$ cat config.mk
export PLATFORM = sky130hd
export DESIGN_NAME = universal_shift_storage_register
export DESIGN_NICKNAME = d
export VERILOG_FILES = /design/src/logic/shift_store_pkg.sv /design/src/logic/line_driver.sv /design/src/logic/universal_shift_storage_register.sv
export SDC_FILE = /design/constraint.sdc
export NUM_CORES = 1
export LEC_CHECK = 0
export BUFFER_PORTS_ARGS = -buffer_cell sky130_fd_sc_hd__buf_2
export CAP_MARGIN = 10
export CORE_MARGIN = 4
export CORE_UTILIZATION = 39
export CTS_BUF_LIST = sky130_fd_sc_hd__clkbuf_8
export DETAILED_ROUTE_END_ITERATION = 10
export PLACE_DENSITY = 0.73
export SYNTH_ARGS = -nofsm -noshare
export SYNTH_HDL_FRONTEND = slang
export SYNTH_SLANG_ARGS = --single-unit
$ cat constraint.sdc
create_clock -name mclk -period 1.3 [get_ports mclk]
set_input_delay 0.195 -clock mclk [delete_from_list [all_inputs] [get_ports mclk]]
set_output_delay 0.195 -clock mclk [all_outputs]
set_load 0.1 [all_outputs]
$ cat src/logic/shift_store_pkg.sv
`default_nettype none

package shift_store_pkg;

    // register width and cleared value
    localparam int unsigned WORD_WIDTH = 8;
    localparam logic [WORD_WIDTH-1:0] WORD_CLEAR = 8'h00;

    // end bit positions used by the serial ports
    localparam int unsigned LOW_END_BIT = 0;
    localparam int unsigned HIGH_END_BIT = WORD_WIDTH - 1;

    // mode encodings, written as {mode_select_hi, mode_select_lo}
    localparam logic [1:0] MODE_HOLD = 2'h0;
    localparam logic [1:0] MODE_SHIFT_RIGHT = 2'h1;
    localparam logic [1:0] MODE_SHIFT_LEFT = 2'h2;
    localparam logic [1:0] MODE_LOAD = 2'h3;

    // sampled clock pin level after reset; high blocks a false first edge
    localparam logic CLOCK_PIN_RESET = 1'h1;

    // driver enable levels
    localparam logic DRIVE_ON = 1'h1;
    localparam logic DRIVE_OFF = 1'h0;

endpackage

`default_nettype wire

$ cat src/logic/line_driver.sv
`default_nettype none

module line_driver #(
    parameter int unsigned WIDTH = shift_store_pkg::WORD_WIDTH
) (
    input wire logic [WIDTH-1:0] word,
    input wire logic enable_a_n,
    input wire logic enable_b_n,
    input wire logic load_mode,
    output logic [WIDTH-1:0] line_o,
    output logic [WIDTH-1:0] line_oe
);

    logic drive;

    always_comb
    begin
        // either enable high, or load mode, releases the lines
        if (enable_a_n || enable_b_n || load_mode)
        begin
            drive = shift_store_pkg::DRIVE_OFF;
        end
        else
        begin
            drive = shift_store_pkg::DRIVE_ON;
        end
    end

    assign line_o = word;
    assign line_oe = {WIDTH{drive}};

endmodule

`default_nettype wire

$ cat src/logic/universal_shift_storage_register.sv
`default_nettype none

module universal_shift_storage_register #(
    parameter int unsigned WIDTH = shift_store_pkg::WORD_WIDTH
) (
    input wire logic mclk,
    input wire logic resetn,
    input wire logic clk_en,
    input wire logic clear_n,
    input wire logic shift_clock,
    input wire logic mode_select_lo,
    input wire logic mode_select_hi,
    input wire logic right_shift_serial_in,
    input wire logic left_shift_serial_in,
    input wire logic output_enable_a_n,
    input wire logic output_enable_b_n,
    input wire logic [WIDTH-1:0] shared_parallel_lines_i,
    output logic [WIDTH-1:0] shared_parallel_lines_o,
    output logic [WIDTH-1:0] shared_parallel_lines_oe,
    output logic low_end_serial_out,
    output logic high_end_serial_out
);

    ////////////////////////////////////////////////////////////////////////
    // functions

    // mode decode, shared by the datapath and the checks
    function automatic logic [1:0] mode_of(
        input logic sel_hi,
        input logic sel_lo
    );
        mode_of = {sel_hi, sel_lo};
    endfunction

    // next register word for a given mode
    function automatic logic [WIDTH-1:0] next_word(
        input logic [1:0] mode,
        input logic [WIDTH-1:0] word,
        input logic [WIDTH-1:0] lines,
        input logic ser_right,
        input logic ser_left
    );
        unique case (mode)
            shift_store_pkg::MODE_HOLD:
            begin
                next_word = word;
            end
            shift_store_pkg::MODE_SHIFT_RIGHT:
            begin
                next_word = {word[WIDTH-2:0], ser_right};
            end
            shift_store_pkg::MODE_SHIFT_LEFT:
            begin
                next_word = {ser_left, word[WIDTH-1:1]};
            end
            shift_store_pkg::MODE_LOAD:
            begin
                next_word = lines;
            end
        endcase
    endfunction

    ////////////////////////////////////////////////////////////////////////
    // clock pin edge detect

    logic clock_pin_q;
    logic clock_pin_d;
    logic shift_edge;

    always_comb
    begin
        clock_pin_d = clock_pin_q;
        if (clk_en)
        begin
            clock_pin_d = shift_clock;
        end
    end

    always_ff @(posedge mclk)
    begin
        if (!resetn)
        begin
            clock_pin_q <= shift_store_pkg::CLOCK_PIN_RESET;
        end
        else
        begin
            clock_pin_q <= clock_pin_d;
        end
    end

    // only a low-to-high step of the clock pin advances the register
    assign shift_edge = clk_en && shift_clock && !clock_pin_q;

    ////////////////////////////////////////////////////////////////////////
    // storage register

    logic [WIDTH-1:0] word_q;
    logic [WIDTH-1:0] word_d;
    logic [1:0] mode;

    assign mode = mode_of(mode_select_hi, mode_select_lo);

    always_comb
    begin
        word_d = word_q;
        if (shift_edge)
        begin
            word_d = next_word(mode, word_q, shared_parallel_lines_i,
                right_shift_serial_in, left_shift_serial_in);
        end
    end

    // clear acts at once, without the clock; it loads only a constant
    always_ff @(posedge mclk or negedge clear_n)
    begin
        if (!clear_n)
        begin
            word_q <= shift_store_pkg::WORD_CLEAR;
        end
        else if (!resetn)
        begin
            word_q <= shift_store_pkg::WORD_CLEAR;
        end
        else
        begin
            word_q <= word_d;
        end
    end

    ////////////////////////////////////////////////////////////////////////
    // outputs

    // end bits are plain outputs, never released
    assign low_end_serial_out = word_q[shift_store_pkg::LOW_END_BIT];
    assign high_end_serial_out = word_q[shift_store_pkg::HIGH_END_BIT];

    line_driver #(
        .WIDTH(WIDTH)
    ) u_line_driver (
        .word(word_q),
        .enable_a_n(output_enable_a_n),
        .enable_b_n(output_enable_b_n),
        .load_mode(mode == shift_store_pkg::MODE_LOAD),
        .line_o(shared_parallel_lines_o),
        .line_oe(shared_parallel_lines_oe)
    );

    logic released;
    assign released = output_enable_a_n || output_enable_b_n;
endmodule

`default_nettype wire

# Yosys cells after proc, flatten, opt, wreduce, memory -nomap -nowiden
# Index checks and enable logic that the tools add are counted.
[totals]
word_cells = 18
inputBits = 19
output_inout_bits = 18
register_bits = 9
[op_classes]
n_reduce_logical = 7
muxes = 4
eq_ne = 5
[op_table]
columns = ["operator", "count"]
rows = [
  ["case mux 8 bit (3 select lines)", 1],
  ["2-to-1 mux 8 bit", 2],
  ["equality test 2 bit (second input constant)", 2],
  ["equality test 2 x 1 -> 1 bit (second input constant)", 1],
  ["logical AND 1 bit", 2],
  ["logical NOT 2 bit", 1],
  ["logical OR 1 bit", 2],
  ["inequality test 2 x 1 -> 1 bit (second input constant)", 1],
  ["inequality test 2 bit (second input constant)", 1],
  ["AND reduction 2 bit", 1],
  ["logical NOT 1 bit", 1],
  ["2-to-1 mux 1 bit", 1],
]

# Depth between registers and ports, before layout
# Gate-level depths: netlist of run 1.
[logic_depth]
depth_word = 4
depth_mapped = 4
mapped_depth_nobuf = 3

# Cells and area by module
# Synthesis of run 1 repeated with hierarchy kept, for this count alone.
[unflattened]
cells_unflattened = 62
hier_area_um2 = 670.6
[by_module_without_submodules]
columns = ["mod", "area_each_um2", "n_inst", "cells_per_inst", "seq_area_each_um2"]
rows = [
  ["universal_shift_storage_register", 540.5, 1, 45, 220.2],
  ["line_driver", 130.1, 1, 17, 0.0],
]

# Worst setup path before layout of run 1
# OpenSTA, ideal clock, no wires.
[synth_timing]
path_kind = "reg2reg"
startpoint = "register word_q[5]"
endpoint = "register word_q[4]"
synth_period_minus_slack_ps = 1700
arrival_ps = 1635
path_stages_with_launch = 4
setup_ps = 65
required_ps = 1235
n_path_buf = 0
slack_ps = -400
cell_sequence = "dfrtp_1 > mux2i_1 > a2111oi_1 > o21a_1"
[synth_via]
elab_chain_len = 3
[synth_lines]
columns = ["item", "line", "source"]
rows = [
  ["start: declaration", "universal_shift_storage_register.sv:97", "logic [WIDTH-1:0] word_q;"],
  ["start signal: assignment", "universal_shift_storage_register.sv:118", "word_q <= shift_store_pkg::WORD_CLEAR;"],
  ["start signal: assignment", "universal_shift_storage_register.sv:122", "word_q <= shift_store_pkg::WORD_CLEAR;"],
  ["start signal: assignment", "universal_shift_storage_register.sv:126", "word_q <= word_d;"],
  ["case mux 8 bit (3 select lines)", "universal_shift_storage_register.sv:43", "unique case (mode)"],
  ["2-to-1 mux 8 bit", "universal_shift_storage_register.sv:106", "if (shift_edge)"],
  ["2-to-1 mux 8 bit", "universal_shift_storage_register.sv:120", "else if (!resetn)"],
]
# Every way passes these cells. The select of a mux whose other input is x is not followed.
# A chain may end at the register's enable or synchronous reset.

# Worst setup path in the final report of run 1
[layout_timing]
startpoint = "input mode_select_lo"
endpoint = "output shared_parallel_lines_oe[4]"
[layout_via]
elab_chain_len = 3
[layout_lines]
columns = ["item", "line", "source"]
rows = [
  ["start: declaration", "universal_shift_storage_register.sv:11", "input wire logic mode_select_lo,"],
  ["equality test 2 bit", "universal_shift_storage_register.sv:143", ".load_mode(mode == shift_store_pkg::MODE_LOAD),"],
  ["logical OR 1 bit", "line_driver.sv:19", "if (enable_a_n || enable_b_n || load_mode)"],
  ["2-to-1 mux 1 bit", "line_driver.sv:19", ""],
  ["end: declaration", "universal_shift_storage_register.sv:19", "output logic [WIDTH-1:0] shared_parallel_lines_oe,"],
]
# Every way passes these cells.

==> results of run 1 <==
==> per-layer routing <==
metal	track usage (%)	up-vias	share of wire [%]
met1	21.6	257	43
met5	0	-	0
li1	-	262	-
met3	4.51	2	8.1
met4	8.06	0	0.89
met2	22.7	22	48
==> cells in the final DEF (no fill, tap or decap) <==
cell / count
dfrtp_2: 8
nand2_1: 1
nand3_1: 2
a211oi_4: 1
a2111oi_1: 1
or2_2: 1
a21boi_0: 1
o2bb2ai_1: 7
nand2b_1: 1
dlygate4sd3_1: 1
buf_2: 18
o21a_1: 1
clkbuf_8: 3
a21oi_1: 1
mux2_2: 7
buf_4: 2
inv_1: 1
and3b_1: 1
mux2i_1: 8
buf_12: 20
a21boi_2: 1
dfxtp_1: 1
==> critical path, stage by stage <==
cell and delay, ns:
buf_2 0.14, a211oi_4 0.27, buf_12 0.19, buf_12 0.18
==> report_power, final <==
group | switching [uW] | internal (uW)
registers | 5.93 | 285
clock network | 124 | 207
logic | 187 | 130
==> worst max-delay path by stage <==
stage	from	to
finish	mode_select_lo	shared_parallel_lines_oe[4]
global route	word_q[5]	word_q[4]
CTS	mode_select_lo	shared_parallel_lines_oe[4]
detailed placement	mode_select_lo	word_q[5]
global placement	mode_select_lo	word_q[4]
floorplan	word_q[5]	word_q[4]
==> state kept, by name, indices dropped and copies added, names as in the netlist <==
signal,flops
word_q,8
clock_pin_q,1
==> per-stage QoR <==
stage	TNS [ns]	utilization (%)	cells	total power, uW	area, sq um
6_report	0	74.8	104	940	1130
3_5_place_dp	0	71.2	99	612	1070
5_1_grt	0	74.8	104	980	1130
2_1_floorplan	-0.423	-	55	515	692
4_1_cts	0	74.8	104	946	1130
3_3_place_gp	0	71.2	99	607	1070
==> cell families after synthesis <==
group | share of synthesized area, %
muxes | 25.8
DFF | 35.8
buffers and inverters | 14.8
AOI/OAI and AO/OA | 17.9
and+or+nand+nor | 5.69
==> final cells by class <==
cell class | count | area (sq um)
clock buffers | 3 | 41.3
well taps | 16 | 20.0
repair buffers | 41 | 515
fillers | 93 | 379
multi-input cells | 34 | 317
flip-flops and latches | 9 | 230
clock inverters | 1 | 3.75
==> timing repair <==
item	in CTS	in global routing
endpoints found under the hold margin	8	0
hold buffers	1	0
setup buffers	0	0
==> results.sh, run 1 <==
export IMPL_drtAntennaViolNets=0
export IMPL_vias_per_cell=5.22
export IMPL_crit_type="input port to output port"
export IMPL_clock_sinks=9
export IMPL_synth_avg_cell_area_sq_um=11.2
export IMPL_reg2reg_depth=3
export IMPL_cp_required_ns=1.11
export IMPL_antenna_found_initial=0
export IMPL_nNetsFinal=108
export IMPL_drive_gt1_share_pct=69.3
export IMPL_synth_largest_area_cell="dfrtp_1"
export IMPL_dpl_worst_slack_ns=0.0352
export IMPL_port_buffers=36
export IMPL_grt_pass1_wl_microns=2350
export IMPL_die_w_microns=47.7
export IMPL_synth_common_cells="buf_4 (10), dfrtp_1 (8), mux2i_1 (8)"
export IMPL_syn_cell_area_sq_um=616
export IMPL_grt_pass1_vias=501
export IMPL_skew_ns=0.00312
export IMPL_track_usage_pct=15.8
export IMPL_synth_nets=74
export IMPL_hold_ws_ns=0.165
export IMPL_layout_area_overhead_vs_synth_pct=83.1
export IMPL_cp_arrival_ns=0.99
export IMPL_hold_violations=0
export IMPL_synth_top_area_share_pct=32.5
export IMPL_max_freq_mhz=845
export IMPL_cts_buffer_depth=2
export IMPL_worstMarginPinSlew_ns=0.361
export IMPL_num_rows=14
export IMPL_r2r_start="clock_pin_q"
export IMPL_ys_flop_type="dfrtp_1"
export IMPL_yosys_top_cells_area="dfrtp_1 (33%), mux2i_1 (13%), mux2_2 (13%)"
export IMPL_ctsResizeCount=0
export IMPL_start_kind="input port"
export IMPL_drc=0
export IMPL_rsz0062_at_grt="no"
export IMPL_min_path_type="input port to register"
export IMPL_cts_tree="built"
export IMPL_peakVddDrop_v=0.000580
export IMPL_place_congestion=0.781
export IMPL_core_sq_mm=0.00151
export IMPL_period_share_pct=91.0
export IMPL_grt_ovfl_total=0
export IMPL_outcome="complete, no violations"
export IMPL_ys_ff_latch=9
export IMPL_synth_edf_count=0
export IMPL_start_util_pct=40.9
export IMPL_worstReg2RegEnd="word_q[5]"
export IMPL_hpwl_microns=1230
export IMPL_firstDrtPassIters=6
export IMPL_synth_cells=55
export IMPL_slew_headroom_pct=75.8
export IMPL_clkTransAtPathRegs_ns=0.05
export IMPL_yosys_warnings=0
export IMPL_power_density_mw_per_mm2=833
export IMPL_hold_depth=2
export IMPL_cp_end_kind="output port"
export IMPL_dieHeight_microns=47.7
export IMPL_postSynth_asyncResetShare_pct=88.9
export IMPL_ys_types=19
export IMPL_antenna_cells=0
export IMPL_drtIter0Drc=7
export IMPL_clock_root_buffer="clkbuf_8"
export IMPL_synth_most_common_cell="buf_4"
export IMPL_clk_latency_ns=0.24
export IMPL_min_to="clock_pin_q"
export IMPL_dieArea_sq_mm=0.00228
export IMPL_grt_max_degree=10
export IMPL_r2r_slack_ns=0.15
export IMPL_hp_start="resetn"
export IMPL_num_vias=543
export IMPL_slew_violations=0
export IMPL_wirelength_microns=1570
export IMPL_finalSetupViolCount=0
export IMPL_worstPathMaxFanout=8
export IMPL_leakagePower_uw=0.000500
export IMPL_period_minus_slack_ns=1.18
export IMPL_wl_per_cell_microns=15.1
export IMPL_fin_ws_ns=0.116
export IMPL_ys_seq_area_share_pct=35.8
export IMPL_cts_buffers=3
export IMPL_cts_max_level=1
export IMPL_cap_viol_max_count=0
export IMPL_io_pins=37
Note: power is estimated with default switching activity, not from simulation.
==> inputs of run 2 (changes only) <==
--- a/config.mk
+++ b/config.mk
@@ -7,7 +7,7 @@
 export LEC_CHECK = 0
 export BUFFER_PORTS_ARGS = -buffer_cell sky130_fd_sc_hd__buf_2
 export CAP_MARGIN = 10
-export CORE_MARGIN = 4
+export CORE_MARGIN = 1
 export CORE_UTILIZATION = 39
 export CTS_BUF_LIST = sky130_fd_sc_hd__clkbuf_8
 export DETAILED_ROUTE_END_ITERATION = 10
==> run 2 against run 1 <==
Sequential cell count is the same; via count is the same; maximum frequency shrank 6.9%; hold slack gained 0.0076 ns; clock-buffer cell count is the same; sequential power is essentially flat; non-clock buffer count is the same; cell count shrank 0.96%.
==> results.sh, run 2 (synthesis results as in run 1) <==
export IMPL_worstMarginPinSlew_ns=0.484
export IMPL_dieHeight_microns=41.7
export IMPL_cts_tree="built"
export IMPL_seqCellArea_sq_um=230
export IMPL_drtAntennaViolNets=0
export IMPL_hold_violations=0
export IMPL_io_pins=37
export IMPL_antenna_cells=0
export IMPL_worstPathCellList="buf_2"
export IMPL_place_congestion=0.740
export IMPL_fin_area_sq_mm=0.00111
export IMPL_start_util_pct=44.5
export IMPL_cts_buffers=3
export IMPL_startpoint="word_q[7]"
export IMPL_hpwl_microns=1300
export IMPL_min_path_type="input port to register"
export IMPL_layout_area_overhead_vs_synth_pct=80.5
export IMPL_slowest_delay_ns=0.44
export IMPL_firstDrtPassIters=4
export IMPL_cp_required_ns=1.11
export IMPL_nNetsFinal=108
export IMPL_grt_pass1_vias=604
export IMPL_cap_viol_max_count=0
export IMPL_fin_cells=103
export IMPL_finalSetupViolCount=0
export IMPL_clkTransAtPathRegs_ns=0.04
export IMPL_dp_cells=98
export IMPL_vias_per_cell=5.27
export IMPL_clk_latency_ns=0.23
export IMPL_track_usage_pct=20.2
export IMPL_period_minus_slack_ns=1.27
export IMPL_place_area_sq_mm=0.00106
export IMPL_r2r_start="clock_pin_q"
export IMPL_clock_power_share_pct=33.9
export IMPL_path_delay_family="buffers and inverters"
export IMPL_antenna_found_initial=0
export IMPL_fin_tns_setup_ns=0
export IMPL_cp_arrival_ns=1.08
export IMPL_start_kind="register"
export IMPL_critPathBufInv=1
export IMPL_grt_max_degree=9
export IMPL_outcome="complete, no violations"
export IMPL_wl_per_cell_microns=15.4
export IMPL_slew_headroom_pct=68.0
export IMPL_grt_pass1_wl_microns=2710
export IMPL_top_register="word_q"
export IMPL_leakagePower_uw=0.000497
export IMPL_clock_sinks=9
export IMPL_critPathSlowestCell="buf_2"
export IMPL_crit_type="register to output port"
export IMPL_cts_max_level=1
export IMPL_period_share_pct=97.8
export IMPL_seqPwrFrac_pct=31.6
export IMPL_peakVddDrop_v=0.000805
export IMPL_skew_ns=0.00159
export IMPL_wirelength_microns=1590
export IMPL_slew_violations=0
export IMPL_p_switching_uw=302
export IMPL_reg_top3="word_q x8, clock_pin_q x1"
export IMPL_hp_start="resetn"
export IMPL_ctsResizeCount=0
export IMPL_layout_common_cells="buf_2 (19), buf_12 (19), mux2i_1 (8), dfrtp_2 (8)"
export IMPL_drive_gt1_share_pct=69.3
export IMPL_internal_power_uw=620
export IMPL_p_total_uw=921
export IMPL_rsz0062_at_grt="no"
export IMPL_cts_setup_buffers=0
export IMPL_cts_buffer_depth=2
export IMPL_comb_power_share_pct=34.5
export IMPL_dieArea_sq_mm=0.00174
export IMPL_max_freq_mhz=786
export IMPL_drtIter0Drc=6
export IMPL_holdBufCountCts=1
export IMPL_num_vias=543
export IMPL_clock_root_buffer="clkbuf_8"
export IMPL_die_w_microns=41.7
export IMPL_power_density_mw_per_mm2=829
export IMPL_grt_ovfl_total=0
export IMPL_port_buffers=36
export IMPL_core_sq_mm=0.00138
export IMPL_worstPathMaxFanout=4
export IMPL_drc=0
export IMPL_cp_end_kind="output port"
export IMPL_largest_register_ffs=8
export IMPL_fillerInstances=72
export IMPL_multi_input_area_sq_um=317
export IMPL_swShare_pct=32.7
export IMPL_num_rows=13
-- run 2: area by class of cell --
type	instances	share of cell area, %
clock buffers	3	3.72
flip-flops and latches	9	20.7
multi-input cells	34	28.5
well taps	15	1.69
repair buffers	41	45.0
clock inverters	1	0.338
-- run 2: path summary, 6_finish.rpt --
check                           slack [ns]                   to  cells after the start
worst max-delay path                  0.03  high_end_serial_out                      1
worst min-delay path                  0.17          clock_pin_q                      2
worst max register to register        0.15            word_q[6]                      3
worst min register to register        0.51          clock_pin_q                      2
max in group asynchronous             0.76            word_q[3]                      2
min in group asynchronous             0.35            word_q[6]                      2
-- run 2: metal layers --
| layer | up-vias | GRT usage, % | part of all wire, % |
|---|---|---|---|
| li1 | 261 | - | - |
| met1 | 254 | 21.8 | 42 |
| met2 | 24 | 37.5 | 52 |
| met3 | 4 | 3.91 | 4.7 |
| met4 | 0 | 9.03 | 1.4 |
| met5 | - | 0 | 0 |
-- run 2: power groups by stage --
stage | Clock [uW] | Combinational [uW] | Sequential [uW]
after detailed placement | 0 | 315 | 295
after global routing | 327 | 330 | 292
final | 312 | 318 | 291
after floorplan | 0 | 205 | 310
after CTS | 317 | 319 | 291
after global placement | 0 | 309 | 295
-- run 2: per-stage QoR --
step | utilization (%) | worst slack, ns | hold slack, ns
floorplan | - | -0.115 | -0.101
CTS | 80.4 | 0.0172 | 0.170
finish | 80.4 | 0.0284 | 0.173
detailed placement | 76.4 | -0.00485 | 0.0476
global route | 80.4 | 0.00361 | 0.177
global placement | 76.4 | 0.0754 | 0.0414
==> inputs of run 3 (changes only) <==
--- a/config.mk
+++ b/config.mk
@@ -7,11 +7,13 @@
 export LEC_CHECK = 0
 export BUFFER_PORTS_ARGS = -buffer_cell sky130_fd_sc_hd__buf_2
 export CAP_MARGIN = 10
+export CELL_PAD_IN_SITES_DETAIL_PLACEMENT = 1
+export CELL_PAD_IN_SITES_GLOBAL_PLACEMENT = 1
 export CORE_MARGIN = 1
-export CORE_UTILIZATION = 39
+export CORE_UTILIZATION = 28
 export CTS_BUF_LIST = sky130_fd_sc_hd__clkbuf_8
 export DETAILED_ROUTE_END_ITERATION = 10
-export PLACE_DENSITY = 0.73
+export PLACE_DENSITY = 0.72
 export SYNTH_ARGS = -nofsm -noshare
 export SYNTH_HDL_FRONTEND = slang
 export SYNTH_SLANG_ARGS = --single-unit
==> run 3 against run 2 <==
Core utilization decreased by 25 points; sequential share of layout area is 0.14 points lower; critical path depth grew 3; final area grew 0.68%; first-iteration DRC count is 33% lower; sequential cell count stayed put; hold slack improved by 0.0087 ns; global-route usage down 2.0 points; die area rose by 37%; clock-buffer cell count did not move; total power increased by 0.41%; sequential power about the same.
==> results.sh, run 3 (synthesis results as in run 1) <==
export IMPL_outcome="complete, no violations"
export IMPL_slew_headroom_pct=75.3
export IMPL_clkTransAtPathRegs_ns=0.05
export IMPL_mostFrequentLayoutCell="buf_12"
export IMPL_max_freq_mhz=788
export IMPL_cts_buffer_depth=2
export IMPL_drc=0
export IMPL_rsz0062_at_grt="no"
export IMPL_slew_violations=0
export IMPL_cts_buffers=3
export IMPL_critPathBufInv=3
export IMPL_cap_viol_max_count=0
export IMPL_crit_type="input port to output port"
export IMPL_worstPathMaxFanout=11
export IMPL_cts_setup_buffers=0
export IMPL_peakVddDrop_v=0.000707
export IMPL_track_usage_pct=18.2
export IMPL_hold_ws_ns=0.181
export IMPL_clk_latency_ns=0.23
export IMPL_skew_ns=0.000452
export IMPL_worstMarginPinSlew_ns=0.369
export IMPL_top_register="word_q"
export IMPL_antenna_cells=0
export IMPL_fillerInstances=211
export IMPL_worstPathCellList="buf_2 -> a211oi_4 -> buf_12 -> buf_12"
export IMPL_io_pins=37
export IMPL_port_buffers=36
export IMPL_dieArea_sq_mm=0.00239
export IMPL_cts_max_level=1
export IMPL_firstDrtPassIters=2
export IMPL_largest_register_ffs=8
export IMPL_nNetsFinal=106
export IMPL_critPathSlowestCell="a211oi_4"
export IMPL_layout_area_overhead_vs_synth_pct=81.7
export IMPL_grt_ovfl_total=0
export IMPL_core_sq_mm=0.00202
export IMPL_vias_per_cell=4.80
export IMPL_num_rows=16
export IMPL_path_delay_family="buffers and inverters"
export IMPL_hold_violations=0
export IMPL_wirelength_microns=1910
export IMPL_dieHeight_microns=48.9
export IMPL_drtIter0Drc=4
export IMPL_num_vias=542
export IMPL_cp_end_kind="output port"
export IMPL_start_util_pct=30.4
export IMPL_reg_top3="word_q x8, clock_pin_q x1"
export IMPL_r2r_slack_ns=0.12
export IMPL_period_share_pct=97.6
export IMPL_grt_max_degree=12
export IMPL_cp_required_ns=1.11
export IMPL_grt_pass1_vias=601
export IMPL_crit_top_cell="buf_12"
export IMPL_antenna_found_initial=0
export IMPL_dpl_worst_slack_ns=-0.0602
export IMPL_fin_tns_setup_ns=0
export IMPL_start_kind="input port"
export IMPL_drive_gt1_share_pct=69.8
export IMPL_fin_ws_ns=0.0315
export IMPL_min_path_type="input port to register"
export IMPL_layout_common_cells="buf_12 (19), buf_2 (18), mux2i_1 (8), dfrtp_2 (8)"
export IMPL_hpwl_microns=1510
export IMPL_die_w_microns=48.9
export IMPL_grt_pass1_wl_microns=3240
export IMPL_cp_arrival_ns=1.07
export IMPL_wl_per_cell_microns=16.9
export IMPL_place_congestion=0.724
export IMPL_period_minus_slack_ns=1.27
export IMPL_slowest_delay_ns=0.30
export IMPL_clock_root_buffer="clkbuf_8"
export IMPL_clock_sinks=9
export IMPL_drtAntennaViolNets=0
export IMPL_leakagePower_uw=0.000486
export IMPL_finalSetupViolCount=0
export IMPL_power_density_mw_per_mm2=827
export IMPL_cts_tree="built"
## run 3: final timing paths
kind / endpoint / cells past startpoint / from
setup / recovery: shared_parallel_lines_oe[7] / 4 / mode_select_lo
hold / removal: clock_pin_q / 2 / resetn
setup reg to reg: word_q[0] / 3 / clock_pin_q
hold reg to reg: clock_pin_q / 2 / clock_pin_q
max in group asynchronous: word_q[6] / 2 / clear_n
min in group asynchronous: word_q[1] / 2 / clear_n
## run 3: metal layers
layer | up-vias | wire (microns) | global-route usage [%]
li1 | 257 | - | -
met1 | 267 | 829 | 22.3
met2 | 16 | 986 | 31.7
met3 | 2 | 81 | 5.61
met4 | 0 | 8 | 2.94
met5 | - | 0 | 0
## run 3: area by class of cell
cell class                      count  area, sq um  share of cell area, %
Sequential cell                     9          230                   20.6
Clock inverter                      1         3.75                  0.336
Clock buffer                        3         41.3                   3.69
Tap cell                           27         33.8                   3.02
Timing Repair Buffer               39          488                   43.6
Multi-Input combinational cell     34          322                   28.7
## run 3: where the power goes
part / internal [uW] / leakage, uW / switching [uW]
Clock: 206 / 0.0000269 / 114
Combinational: 122 / 0.000353 / 190
Sequential: 285 / 0.000107 / 6.34
## run 3: stage by stage
| step | std cells | utilization (%) | instance area, sq um | power, uW |
|---|---|---|---|---|
| floorplan | 55 | - | 692 | 515 |
| global placement | 108 | 52.4 | 1060 | 599 |
| detailed placement | 108 | 52.4 | 1060 | 608 |
| CTS | 113 | 55.1 | 1110 | 940 |
| global route | 113 | 55.3 | 1120 | 967 |
| finish | 113 | 55.3 | 1120 | 925 |
## run 3: timing repair
item,CTS,global route
hold buffers,1,0
gates resized for setup,0,1
endpoints found under the setup margin,0,1
endpoints found under the hold margin,8,0
## run 3: worst reg2reg max path: stages, from the launching register on
cell       delay (ns)
dfxtp_1          0.35
and3b_1          0.23
a21boi_2         0.34
o2bb2ai_1        0.17
